[src/sba_pkg.sv]
package sba_pkg;
    // Bus geometry
    localparam int NUM_BR       = 6;   // Multiprocessor request lines 6..1
    localparam int NUM_LOCAL    = 4;   // Processors inside the module
    localparam int ID_W         = 3;   // Processor number width
    localparam int BR_IDX_W     = 3;   // Index into request vector
    // Processor numbers of the four local processors
    localparam logic [2:0] ID_A = 3'h1;
    localparam logic [2:0] ID_B = 3'h2;
    localparam logic [2:0] ID_C = 3'h3;
    localparam logic [2:0] ID_D = 3'h4;
    // Reset values
    localparam logic [2:0] MASTER_NONE = 3'h0;   // No master
    localparam logic [2:0] LAST_RESET  = 3'h0;
    localparam logic       ACK_MODE_RESET = 1'b0; // Open drain after reset
    localparam logic [5:0] BR_IDLE     = 6'h3F;
    // Host grant sequencing
    typedef enum logic [1:0] {
        SBA_HG_IDLE    = 2'b00,
        SBA_HG_RELEASE = 2'b01,
        SBA_HG_GRANTED = 2'b10
    } sba_hg_state_t;
endpackage

[src/sba_arbiter.sv]
`timescale 1ns/1ps
module sba_arbiter
    import sba_pkg::*;
#(
    parameter int N = NUM_BR
) (
    // Clock and reset
    input  wire logic            i_sys_clk,
    input  wire logic            i_rst,
    // Host side
    input  wire logic            i_host_bus_request_n,
    input  wire logic            i_host_select_a_n,
    input  wire logic            i_host_select_b_n,
    input  wire logic            i_host_select_c_n,
    input  wire logic            i_host_select_d_n,
    input  wire logic            i_host_bus_grant_n,
    output logic                 o_host_bus_grant_n,
    output logic                 o_host_bus_grant_oe,
    output logic                 o_host_wait_ack_n,
    output logic                 o_host_wait_ack_oe,
    // Per-processor host access status and configuration
    input  wire logic [3:0]      i_host_access_busy,
    input  wire logic [3:0]      i_host_ack_active_drive_bit,
    // Multiprocessor arbitration
    input  wire logic [N-1:0]    i_mp_bus_request_n,
    output logic [N-1:0]         o_mp_bus_request_n,
    output logic [N-1:0]         o_mp_bus_request_oe,
    input  wire logic [3:0]      i_local_want_bus,
    input  wire logic            i_arbitration_rotate_select,
    // Bus ownership
    output logic [2:0]           o_bus_master,
    output logic                 o_bus_drive_en
);
    sba_hg_state_t hg_state, next_hg_state;
    logic [2:0]    master, next_master;
    logic [2:0]    last, next_last;
    logic          grant_n, next_grant_n;
    logic          grant_oe, next_grant_oe;
    logic          drive_en, next_drive_en;
    logic          ack_n, next_ack_n;
    logic          ack_oe, next_ack_oe;
    logic [N-1:0]  br_n, next_br_n;
    logic [N-1:0]  br_oe, next_br_oe;
    logic [N-1:0]  req;
    logic          found;
    logic [2:0]    winner;
    logic [3:0]    sel;
    logic [2:0]    local_id [NUM_LOCAL];
    logic          host_req;
    logic          local_master;

    assign local_id[0] = ID_A;
    assign local_id[1] = ID_B;
    assign local_id[2] = ID_C;
    assign local_id[3] = ID_D;
    assign host_req = ~i_host_bus_request_n;
    // Select lines each address one processor
    assign sel = ~{i_host_select_d_n, i_host_select_c_n,
                   i_host_select_b_n, i_host_select_a_n};
    assign local_master = (master >= ID_A) && (master <= ID_D);

    // Request vector seen on the shared lines, own drives included
    generate
        for (genvar g = 0; g < N; g++) begin : g_req
            assign req[g] = ~i_mp_bus_request_n[g] | ~br_n[g];
        end
    endgenerate

    sba_priority #(
        .N (N)
    ) u_prio (
        .i_req    (req),
        .i_rotate (i_arbitration_rotate_select),
        .i_last   (last),
        .o_found  (found),
        .o_winner (winner)
    );

    // Request drivers: each local processor owns only its numbered line
    always_comb begin
        next_br_n  = BR_IDLE;
        next_br_oe = '0;
        for (int p = 0; p < NUM_LOCAL; p++) begin
            next_br_oe[local_id[p] - 3'h1] = 1'b1;
            next_br_n[local_id[p] - 3'h1]  = ~i_local_want_bus[p];
        end
    end

    // Host grant sequence and processor mastership
    always_comb begin
        next_hg_state = hg_state;
        next_master   = master;
        next_last     = last;
        next_drive_en = drive_en;
        next_grant_n  = grant_n;
        next_grant_oe = grant_oe;
        unique case (hg_state)
            SBA_HG_IDLE: begin
                if (host_req) begin
                    // Host outranks every processor request
                    next_drive_en = 1'b0;
                    next_hg_state = SBA_HG_RELEASE;
                end else if (!found) begin
                    next_master   = MASTER_NONE;
                    next_drive_en = 1'b0;
                end else begin
                    // Rotation point moves only when mastership changes
                    if (winner != master) begin
                        if (master != MASTER_NONE)
                            next_last = master;
                        next_master = winner;
                    end
                    // A local master takes the bus back once the host has left,
                    // even when the same processor wins again
                    next_drive_en = (winner >= ID_A) && (winner <= ID_D);
                end
                // Only a local master drives the grant line, else monitor
                next_grant_oe = local_master;
                next_grant_n  = 1'b1;
            end
            SBA_HG_RELEASE: begin
                // Bus lines already floated one cycle earlier
                if (!host_req) begin
                    next_hg_state = SBA_HG_IDLE;
                end else begin
                    next_grant_n  = 1'b0;
                    next_grant_oe = local_master;
                    next_hg_state = SBA_HG_GRANTED;
                end
            end
            SBA_HG_GRANTED: begin
                if (!host_req) begin
                    next_grant_n  = 1'b1;
                    next_hg_state = SBA_HG_IDLE;
                end
            end
            default: begin
                next_hg_state = SBA_HG_IDLE;
            end
        endcase
    end

    // Wait acknowledge: driven only with request and a local select
    always_comb begin
        next_ack_n  = 1'b1;
        next_ack_oe = 1'b0;
        for (int p = 0; p < NUM_LOCAL; p++) begin
            if (host_req && sel[p]) begin
                if (i_host_access_busy[p]) begin
                    next_ack_n  = 1'b0;
                    next_ack_oe = 1'b1;
                end else if (i_host_ack_active_drive_bit[p]) begin
                    next_ack_oe = 1'b1;
                end
            end
        end
    end

    // Registers
    always_ff @(posedge i_sys_clk) begin
        if (i_rst) begin
            hg_state <= SBA_HG_IDLE;
            master   <= MASTER_NONE;
            last     <= LAST_RESET;
            grant_n  <= 1'b1;
            grant_oe <= 1'b0;
            drive_en <= 1'b0;
            ack_n    <= 1'b1;
            ack_oe   <= ACK_MODE_RESET;
            br_n     <= BR_IDLE;
            br_oe    <= '0;
        end else begin
            hg_state <= next_hg_state;
            master   <= next_master;
            last     <= next_last;
            grant_n  <= next_grant_n;
            grant_oe <= next_grant_oe;
            drive_en <= next_drive_en;
            ack_n    <= next_ack_n;
            ack_oe   <= next_ack_oe;
            br_n     <= next_br_n;
            br_oe    <= next_br_oe;
        end
    end

    assign o_host_bus_grant_n  = grant_n;
    assign o_host_bus_grant_oe = grant_oe;
    assign o_host_wait_ack_n   = ack_n;
    assign o_host_wait_ack_oe  = ack_oe;
    assign o_mp_bus_request_n  = br_n;
    assign o_mp_bus_request_oe = br_oe;
    assign o_bus_master        = master;
    assign o_bus_drive_en      = drive_en;
endmodule

[src/sba_priority.sv]
`timescale 1ns/1ps
// Picks the winning request among six lines, fixed or rotating
module sba_priority
    import sba_pkg::*;
#(
    parameter int N = NUM_BR
) (
    // Requests, active high, bit k is processor number k+1
    input  wire logic [N-1:0]  i_req,
    // Scheme and rotation point
    input  wire logic          i_rotate,
    input  wire logic [2:0]    i_last,
    // Result
    output logic               o_found,
    output logic [2:0]         o_winner
);
    // Fixed: lowest number wins; rotating: search starts after last master
    always_comb begin
        int k;
        int idx;
        int start;
        k        = 0;
        idx      = 0;
        start    = 0;
        o_found  = 1'b0;
        o_winner = MASTER_NONE;
        start    = (i_rotate && i_last != MASTER_NONE) ? int'(i_last) : 0;
        for (k = 0; k < N; k++) begin
            idx = (start + k) % N;
            if (!o_found && i_req[idx]) begin
                o_found  = 1'b1;
                o_winner = 3'(idx + 1);
            end
        end
    end
endmodule

[config.mk]
export PLATFORM = sky130hd
export DESIGN_NAME = sba_arbiter
export DESIGN_NICKNAME = d
export VERILOG_FILES = /design/src/sba_pkg.sv /design/src/sba_arbiter.sv /design/src/sba_priority.sv
export SDC_FILE = /design/constraint.sdc
export NUM_CORES = 1
export LEC_CHECK = 0
export ABC_CLOCK_PERIOD_IN_PS = 5200
export BUFFER_PORTS_ARGS = -buffer_cell sky130_fd_sc_hd__buf_2
export CAP_MARGIN = 25
export CORE_ASPECT_RATIO = 1.4
export CORE_MARGIN = 2
export CORE_UTILIZATION = 49
export CTS_BUF_LIST = sky130_fd_sc_hd__clkbuf_4 sky130_fd_sc_hd__clkbuf_8
export CTS_CLUSTER_DIAMETER = 80
export DETAILED_ROUTE_END_ITERATION = 10
export GPL_ROUTABILITY_DRIVEN = 1
export HOLD_SLACK_MARGIN = 0.08
export PLACE_DENSITY = 0.8
export SYNTH_ARGS = -nofsm -noshare
export SYNTH_HDL_FRONTEND = slang
export SYNTH_SLANG_ARGS = --single-unit
export TNS_END_PERCENT = 1
[constraint.sdc]
create_clock -name i_sys_clk -period 5.2 [get_ports i_sys_clk]
set_input_delay 0.26 -clock i_sys_clk [delete_from_list [all_inputs] [get_ports i_sys_clk]]
set_output_delay 0.26 -clock i_sys_clk [all_outputs]
set_load 0.01 [all_outputs]
==> metrics.cfg, run 1 <==
[final_layout]
syn_to_final_growth_pct = 9.743
drive_gt1_share_pct = 24.69
nets = 365
n_antenna_cell = 0
final.fill_count = 462
final_cells = 382

[hold_path]
whs_path_depth = 2
min_path_type = input pin to flip-flop
worstHoldStart = i_local_want_bus[1]
min_to = o_mp_bus_request_n[1]

[drt]
post_drt_wl_per_cell_um = 14.73
ant_nets = 0
drt_iter0_markers = 128
via_count = 2322
routed_via_density = 6.079
drc_errors = 0
drt_first_pass_iters = 5
drt-total-wl_mm = 5.627

[setup_path]
r2r_cells = 17
critPathCaptureType = flip-flop
crit_arrival_ns = 4.71
rr_endpoint = last[2]
required_ns = 5.35
path_max_fanout = 11
crit_chain = nand2_4 -> inv_2 -> ha_1 -> and3b_1 -> nor2_1 -> inv_1 -> ha_1 -> nand2b_1 -> o21ai_1 -> nor2_1 -> o211ai_1 -> nand3_1 -> or4_4 -> a31oi_4 -> xor2_4 -> nand3_2 -> a221oi_2
cp-start-kind = flip-flop
criticalPathCategory = flip-flop to flip-flop
slowest_delay_ns = 0.64
r2r-start = last[0]
cp_slowest_cell = dfxtp_1
rrSetupSlack_ns = 0.64

[synth]
syn_avg_cell_area_um2 = 8.201
synth-edff-count = 0
synthFlopType = dfxtp_1
yosys.area.top_type = dfxtp_1
async_reset_ff_share_pct = 0
yosysTopAreaCellShare_pct = 15.42
synth_area_leaders = dfxtp_1 (15%), ha_1 (9.1%), nand2_1 (5.3%), o21ai_0 (2.8%), mux2i_1 (2.6%)
yosysSeqAreaShare_pct = 15.42
yosysWarnings = 0
synth_cells = 285
ys_ff_latch = 18
ys_types = 81
synthesis.area_mm2 = 0.002337

[place]
dpl.hpwl_mm = 4.478
gp_congestion = 0.8643
place_ws_ns = 0.7013
dp_cells = 378
numPortBuffers = 41

[global_route]
grt_pass1_vias = 2126
grt_pass1_wl_mm = 9.101
overflow = 0
antenna_found_initial = 0
grt_max_degree = 17
grt_usage_pct = 20.32

[sta]
period_minus_slack_ns = 4.560
final_hold_viol_count = 0
slew_headroom_pct = 66.18
tightest_slew_ns = 0.5067
setup_tns_ns = 0
skew_ns = 0.006977
finalSetupViolations = 0
worst_slack_ns = 0.6405
min_period_over_period_pct = 87.68
fmax_mhz = 219.3
grt_setup_unrepaired = no
drv_slew = 0

[outcome]
status = complete, no violations

[floorplanning]
ios = 47
die-width_um = 62.37
rows = 29
dieArea_mm2 = 0.005346
start_util_pct = 51.12
die_height_um = 85.72
fp.coreArea_mm2 = 0.004572

[clock_network]
path_clk_slew_ns = 0.06
cts_num_sinks = 18
cts_buffer_depth = 2
cts_buffers = 3
post_cts_buffers = 0
ctsHtreeMaxLevel = 1
cts_tree = yes
holdBufCountCts = 0
cts_resized = 0
clk_latency_ns = 0.25
cts-root-buf = clkbuf_8

[power]
power.total_uw = 563.4
p_leak_nw = 1.149
vdd_drop_max_mv = 0.2086
powerDensity_mw_per_mm2 = 219.7

[flow_run]
drv_cap = 0

layer usage:
layer  share of wire [%]  GRT usage (%)
met4                 2.0          10.71
met3                 3.3          1.050
met5                   0              0
met1                  40          21.71
met2                  55          39.92
final cells by class:
class,instances,area [um^2],share of cell area (%)
clock buffer,4,55.05,2.146
timing repair buffer,46,242.7,9.463
inverter,17,63.81,2.488
tap,62,77.57,3.024
multi-input combinational,235,1765,68.83
sequential,18,360.3,14.05
sequential cells by signal (all words and copies together) (netlist names):
signal               cells
o_host_bus_grant_oe      1
o_mp_bus_request_n       4
o_host_wait_ack_oe       1
last                     3
o_bus_drive_en           1
o_host_wait_ack_n        1
o_host_bus_grant_n       1
o_bus_master             3
o_mp_bus_request_oe      1
hg_state                 2
worst max-delay path, delay by kind of cell (launching register included):
kind	cells	cell delay [ns]
buffers and inverters	2	0.20
adders and majority gates	2	0.46
DFF	1	0.64
AOI/OAI and AO/OA	4	1.13
xor gates and xnor gates	1	0.29
and+or+nand+nor	8	1.76
synth_stat cells, drive strengths merged (3+ instances only):
library cell,instances
nand2b,5
mux2i,6
a311o,3
xor2,10
inv,16
nand3,12
a21oi,9
a31oi,6
dfxtp,18
nor2,9
a21boi,7
o21ai,17
xnor2,4
nand4b,3
o211a,4
and3b,5
a211o,3
nand2,35
nand4,6
and3,4
buf,15
o31a,3
o21a,3
a211oi,3
o32ai,3
ha,17
a31o,3
nor3,5
and2,6
o211ai,6
report_power, final:
group          internal, mW  switching, mW
Clock                0.0671         0.0424
Sequential            0.151         0.0219
Combinational         0.118          0.164
logic make-up after synthesis:
| family | after synthesis | share of synthesized area, % |
|---|---|---|
| AOI/OAI and AO/OA | 91 | 30.09 |
| xor gates and xnor gates | 14 | 7.494 |
| adders and majority gates | 17 | 9.100 |
| buffers and inverters | 34 | 9.368 |
| DFF | 18 | 15.42 |
| muxes | 7 | 3.051 |
| other | 2 | 0.3213 |
| and+or+nand+nor | 102 | 25.16 |
through the flow:
step | util, % | cell area, um^2 | hold slack [ns]
3_5_place_dp | 54.90 | 2510 | 0.4250
3_3_place_gp | 54.90 | 2510 | 0.4258
5_1_grt | 56.10 | 2565 | 0.1620
2_1_floorplan | - | 2345 | 0.3219
6_report | 56.10 | 2565 | 0.1692
4_1_cts | 56.10 | 2565 | 0.1636
worst max-delay path by stage:
| stage | endpoint | depth (start not counted) | slack, ns | startpoint |
|---|---|---|---|---|
| global route | last[2] | 17 | 0.34 | last[0] |
| floorplan | o_bus_master[1] | 19 | 0.99 | last[0] |
| CTS | last[2] | 17 | 0.69 | last[0] |
| finish | last[2] | 17 | 0.64 | last[0] |
| detailed placement | last[2] | 17 | 0.70 | last[0] |
| global placement | last[2] | 17 | 0.83 | last[0] |
placed cells by master (no fill, tap or decap), types with 4 or more instances in the layout:
cell type | synthesis | layout
clkbuf_8 | 0 | 4
nand2_1 | 33 | 33
buf_4 | 8 | 5
xnor2_1 | 4 | 4
o21ai_0 | 13 | 13
o211ai_1 | 5 | 5
nor2_1 | 9 | 9
inv_1 | 15 | 15
and3b_1 | 4 | 4
conb_1 | 2 | 4
nor3_1 | 4 | 4
xor2_1 | 6 | 6
a21oi_1 | 9 | 9
dfxtp_1 | 18 | 18
ha_1 | 17 | 17
and2_1 | 4 | 4
a31oi_1 | 5 | 5
mux2i_1 | 6 | 6
nand4_1 | 5 | 5
nand3_1 | 11 | 11
nand2b_1 | 5 | 5
buf_2 | 2 | 41
(Power assumes the default switching activity.)
==> run 2, diff against run 1 <==
--- a/config.mk
+++ b/config.mk
@@ -10,13 +10,14 @@
 export CAP_MARGIN = 25
 export CORE_ASPECT_RATIO = 1.4
 export CORE_MARGIN = 2
-export CORE_UTILIZATION = 49
+export CORE_UTILIZATION = 58
 export CTS_BUF_LIST = sky130_fd_sc_hd__clkbuf_4 sky130_fd_sc_hd__clkbuf_8
 export CTS_CLUSTER_DIAMETER = 80
 export DETAILED_ROUTE_END_ITERATION = 10
 export GPL_ROUTABILITY_DRIVEN = 1
 export HOLD_SLACK_MARGIN = 0.08
-export PLACE_DENSITY = 0.8
+export PLACE_DENSITY = 0.92
+export SLEW_MARGIN = 10
 export SYNTH_ARGS = -nofsm -noshare
 export SYNTH_HDL_FRONTEND = slang
 export SYNTH_SLANG_ARGS = --single-unit
==> run 2 against run 1 <==
Net effect:
- clock skew is 0.0050 ns lower
- clock power is 5% higher
- register-to-register slack worse by 0.08 ns
- wire length is 8.6% higher
- combinational power is 4% higher
- clock-buffer cell count stayed put
- fmax is 1.7% lower
- first-iteration DRC count is 23% lower
- critical path depth stayed put
- worst hold slack worse by 0.013 ns
- largest power group unchanged
==> metrics.cfg, run 2 (same netlist as run 1, synthesis figures left out) <==
[outcome]
status = complete, no violations

[flow_run]
drv_cap = 0

[sta]
finalSetupViolations = 0
worst_slack_ns = 0.5602
skew_ns = 0.001933
final_hold_viol_count = 0
min_period_over_period_pct = 89.23
fmax_mhz = 215.5
slew_headroom_pct = 57.21
drv_slew = 0
period_minus_slack_ns = 4.640
grt_setup_unrepaired = no
setup_tns_ns = 0
timing.hold.ws_ns = 0.1563
tightest_slew_ns = 0.6256

[drt]
drt_iter0_markers = 99
drc_errors = 0
routed_via_density = 6.537
drt_first_pass_iters = 4
drt-total-wl_mm = 6.109
post_drt_wl_per_cell_um = 16.83
via_count = 2373
ant_nets = 0

[power]
pwr-share-clk_pct = 19.7
vdd_drop_max_mv = 0.2671
internal_power_uw = 336.1
p_sw_uw = 241.5
netSwitchingFraction_pct = 41.81
p_seq_share_pct = 29.8
p_leak_nw = 1.149
power.total_uw = 577.6
powerDensity_mw_per_mm2 = 227.3
combPwrFrac_pct = 50.5

[floorplanning]
start_util_pct = 60.16
ios = 47
rows = 27
die_height_um = 79.11
dieArea_mm2 = 0.004561
die-width_um = 57.65
fp.coreArea_mm2 = 0.003885

[setup_path]
critPathCaptureType = flip-flop
cp-start-kind = flip-flop
slowest_delay_ns = 0.64
cp_top_family = compound AO/OA/AOI/OAI gates
path_depth = 17
cp_slowest_cell = dfxtp_1
crit_chain = nand2_4 -> inv_2 -> ha_1 -> and3b_1 -> nor2_1 -> inv_1 -> ha_1 -> nand2b_1 -> o21ai_1 -> o221ai_1 -> o211a_1 -> a2111oi_0 -> o31ai_1 -> a31oi_4 -> xor2_4 -> a31oi_1 -> o32ai_1
critPathBufInv = 2
path_max_fanout = 11
required_ns = 5.35
criticalPathCategory = flip-flop to flip-flop
crit_arrival_ns = 4.79
r2r_cells = 17
crit_top_cell = ha_1

[place]
numPortBuffers = 41
place_ws_ns = 0.6558
dpl.hpwl_mm = 4.689
gp_congestion = 0.9494
dp_cells = 359

[global_route]
antenna_found_initial = 0
grt_usage_pct = 28.36
overflow = 0
grt_pass1_wl_mm = 10.39
grt_pass1_vias = 2353
grt_max_degree = 17

[hold_path]
min_path_type = input pin to flip-flop
whs_path_depth = 2

[final_layout]
final_cells = 363
nets = 365
final_cell_mix = buf_2 (41), nand2_1 (33), dfxtp_1 (18)
largest_reg_flops = 4
syn_to_final_growth_pct = 8.726
drive_gt1_share_pct = 24.69
n_antenna_cell = 0
final.fill_count = 316
final_common_cell = buf_2

[clock_network]
cts_tree = yes
clk_latency_ns = 0.25
ctsHtreeMaxLevel = 1
cts_num_sinks = 18
post_cts_buffers = 0
path_clk_slew_ns = 0.07
cts_buffers = 3
holdBufCountCts = 0
cts_resized = 0
cts-root-buf = clkbuf_8
cts_buffer_depth = 2

==> run 2: final timing paths <==
check | from | to | slack (ns)
max reg2reg | last[0] | last[0] | 0.56
max | last[0] | last[0] | 0.56
min | i_local_want_bus[1] | o_mp_bus_request_n[1] | 0.16
min reg2reg | o_bus_drive_en | o_bus_drive_en | 0.48
==> run 2: through the flow <==
step	instance area (um^2)	util, %
5_1_grt	2541	65.41
3_5_place_dp	2486	63.99
3_3_place_gp	2486	63.99
4_1_cts	2541	65.41
2_1_floorplan	2345	-
6_report	2541	65.41
==> run 2: area by class of cell <==
cell class | count | area (um^2) | share of cell area [%]
flip-flops and latches | 18 | 360.3 | 14.18
inverters | 17 | 63.81 | 2.511
multi-input cells | 235 | 1765 | 69.47
repair buffers | 46 | 242.7 | 9.552
well taps | 43 | 53.80 | 2.117
clock buffers | 4 | 55.05 | 2.166
==> run 2: power groups by stage <==
stage	Sequential [mW]	Combinational (mW)	Clock, mW
after global placement	0.174	0.272	0
after floorplan	0.173	0.220	0
final	0.172	0.292	0.114
after global routing	0.174	0.317	0.119
after detailed placement	0.175	0.280	0
after CTS	0.172	0.287	0.114
==> run 2: routing by layer <==
metal / up-vias / track usage (%) / share of wire (%)
li1: 1129 / - / -
met1: 1128 / 29.32 / 36
met2: 88 / 53.98 / 55
met3: 28 / 2.443 / 4.2
met4: 0 / 15.81 / 4.7
met5: - / 0 / 0
==> run 3, diff against run 2 <==
--- a/config.mk
+++ b/config.mk
@@ -17,6 +17,7 @@
 export GPL_ROUTABILITY_DRIVEN = 1
 export HOLD_SLACK_MARGIN = 0.08
 export PLACE_DENSITY = 0.92
+export RECOVER_POWER = 25
 export SLEW_MARGIN = 10
 export SYNTH_ARGS = -nofsm -noshare
 export SYNTH_HDL_FRONTEND = slang
==> run 3 against run 2 <==
Net effect:
- via count down 0.51%
- global-route usage unchanged
- combinational power about the same
- fmax about the same
- clock power about the same
- flip-flop and latch count unchanged
- core utilization about the same
==> metrics.cfg, run 3 (same netlist as run 1, synthesis figures left out) <==
[drt]
drt_first_pass_iters = 4
drt-total-wl_mm = 6.096
top_layer = met4
drt_iter0_markers = 99
wl_met3_um = 263
via_count = 2361
drc_errors = 0
wl_met2_mm = 3.350
routed_via_density = 6.504
met1Wirelength_mm = 2.200
post_drt_wl_per_cell_um = 16.79
ant_nets = 0

[final_layout]
final_common_cell = buf_2
n_antenna_cell = 0
drive_gt1_share_pct = 24.38
nets = 365
final_cell_mix = buf_2 (40), nand2_1 (33), dfxtp_1 (18)
syn_to_final_growth_pct = 8.673
final_util_pct = 65.38
largest_reg_flops = 4
fin_area_mm2 = 0.002540

[setup_path]
critPathBufInv = 2
path_max_fanout = 11
crit_chain = nand2_4 -> inv_2 -> ha_1 -> and3b_1 -> nor2_1 -> inv_1 -> ha_1 -> nand2b_1 -> o21ai_1 -> o221ai_1 -> o211a_1 -> a2111oi_0 -> o31ai_1 -> a31oi_4 -> xor2_4 -> a31oi_1 -> o32ai_1
cp_slowest_cell = dfxtp_1
required_ns = 5.35
slowest_delay_ns = 0.64
crit_arrival_ns = 4.79
crit_top_cell = ha_1
criticalPathCategory = flip-flop to flip-flop
cp_top_family = compound AO/OA/AOI/OAI gates
critPathCaptureType = flip-flop
cp-start-kind = flip-flop

[floorplanning]
die_height_um = 79.11
fp.coreArea_mm2 = 0.003885
rows = 27
ios = 47
dieArea_mm2 = 0.004561
start_util_pct = 60.16
die-width_um = 57.65

[place]
placed_area_mm2 = 0.002486
dpl.hpwl_mm = 4.689
gp_congestion = 0.9494
numPortBuffers = 41

[sta]
final_hold_viol_count = 0
tightest_slew_ns = 0.6249
drv_slew = 0
period_minus_slack_ns = 4.642
min_period_over_period_pct = 89.26
skew_ns = 0.001577
finalSetupViolations = 0
setup_tns_ns = 0
timing.hold.ws_ns = 0.1562
grt_setup_unrepaired = no
fmax_mhz = 215.4
slew_headroom_pct = 57.26

[clock_network]
cts_buffer_depth = 2
post_cts_buffers = 0
cts_resized = 0
cts-root-buf = clkbuf_8
clk_latency_ns = 0.25
ctsHtreeMaxLevel = 1
holdBufCountCts = 0
path_clk_slew_ns = 0.07
cts_num_sinks = 18
cts_tree = yes
cts_buffers = 3

[power]
netSwitchingFraction_pct = 41.74
combPwrFrac_pct = 50.5
internal_power_uw = 336.0
power.total_uw = 576.7
p_leak_nw = 1.147
p_seq_share_pct = 29.9
vdd_drop_max_mv = 0.2655
p_sw_uw = 240.7
pwr-share-clk_pct = 19.7
powerDensity_mw_per_mm2 = 227.1

[global_route]
grt_max_degree = 17
grt_pass1_wl_mm = 10.39
grt_usage_pct = 28.36
grt_pass1_vias = 2353
overflow = 0
antenna_found_initial = 0

[hold_path]
min_path_type = input pin to flip-flop

[outcome]
status = complete, no violations

[flow_run]
drv_cap = 0

==> run 3: metal layers <==
metal,vias to the layer above,global-route usage [%]
li1,1128,-
met1,1116,29.32
met2,89,53.98
met3,28,2.443
met4,0,15.81
met5,-,0
==> run 3: final cells by class <==
cell class              instances  area, um^2
multi-input cells             235        1765
fillers                       317        1345
flip-flops and latches         18       360.3
repair buffers                 46       241.5
inverters                      17       63.81
clock buffers                   4       55.05
well taps                      43       53.80
==> run 3: power by group through the flow <==
stage               registers, mW  logic [mW]  clock network, mW
floorplan                   0.173       0.220                  0
global placement            0.174       0.272                  0
detailed placement          0.175       0.280                  0
CTS                         0.172       0.287              0.114
global route                0.174       0.317              0.119
finish                      0.172       0.291              0.113
==> run 3: final timing paths <==
check | from | end | slack (ns) | cells past startpoint
worst max-delay path | last[0] | last[0] | 0.56 | 17
worst min-delay path | i_local_want_bus[1] | o_mp_bus_request_n[1] | 0.16 | 2
worst max register to register | last[0] | last[0] | 0.56 | 17
worst min register to register | o_bus_drive_en | o_bus_drive_en | 0.48 | 2
==> run 3: stage by stage <==
| stage | std cells | setup slack (ns) |
|---|---|---|
| finish | 363 | 0.5583 |
| global route | 363 | 0.1797 |
| CTS | 363 | 0.6186 |
| detailed placement | 359 | 0.6558 |
| global placement | 359 | 0.8056 |
| floorplan | 287 | 0.9853 |
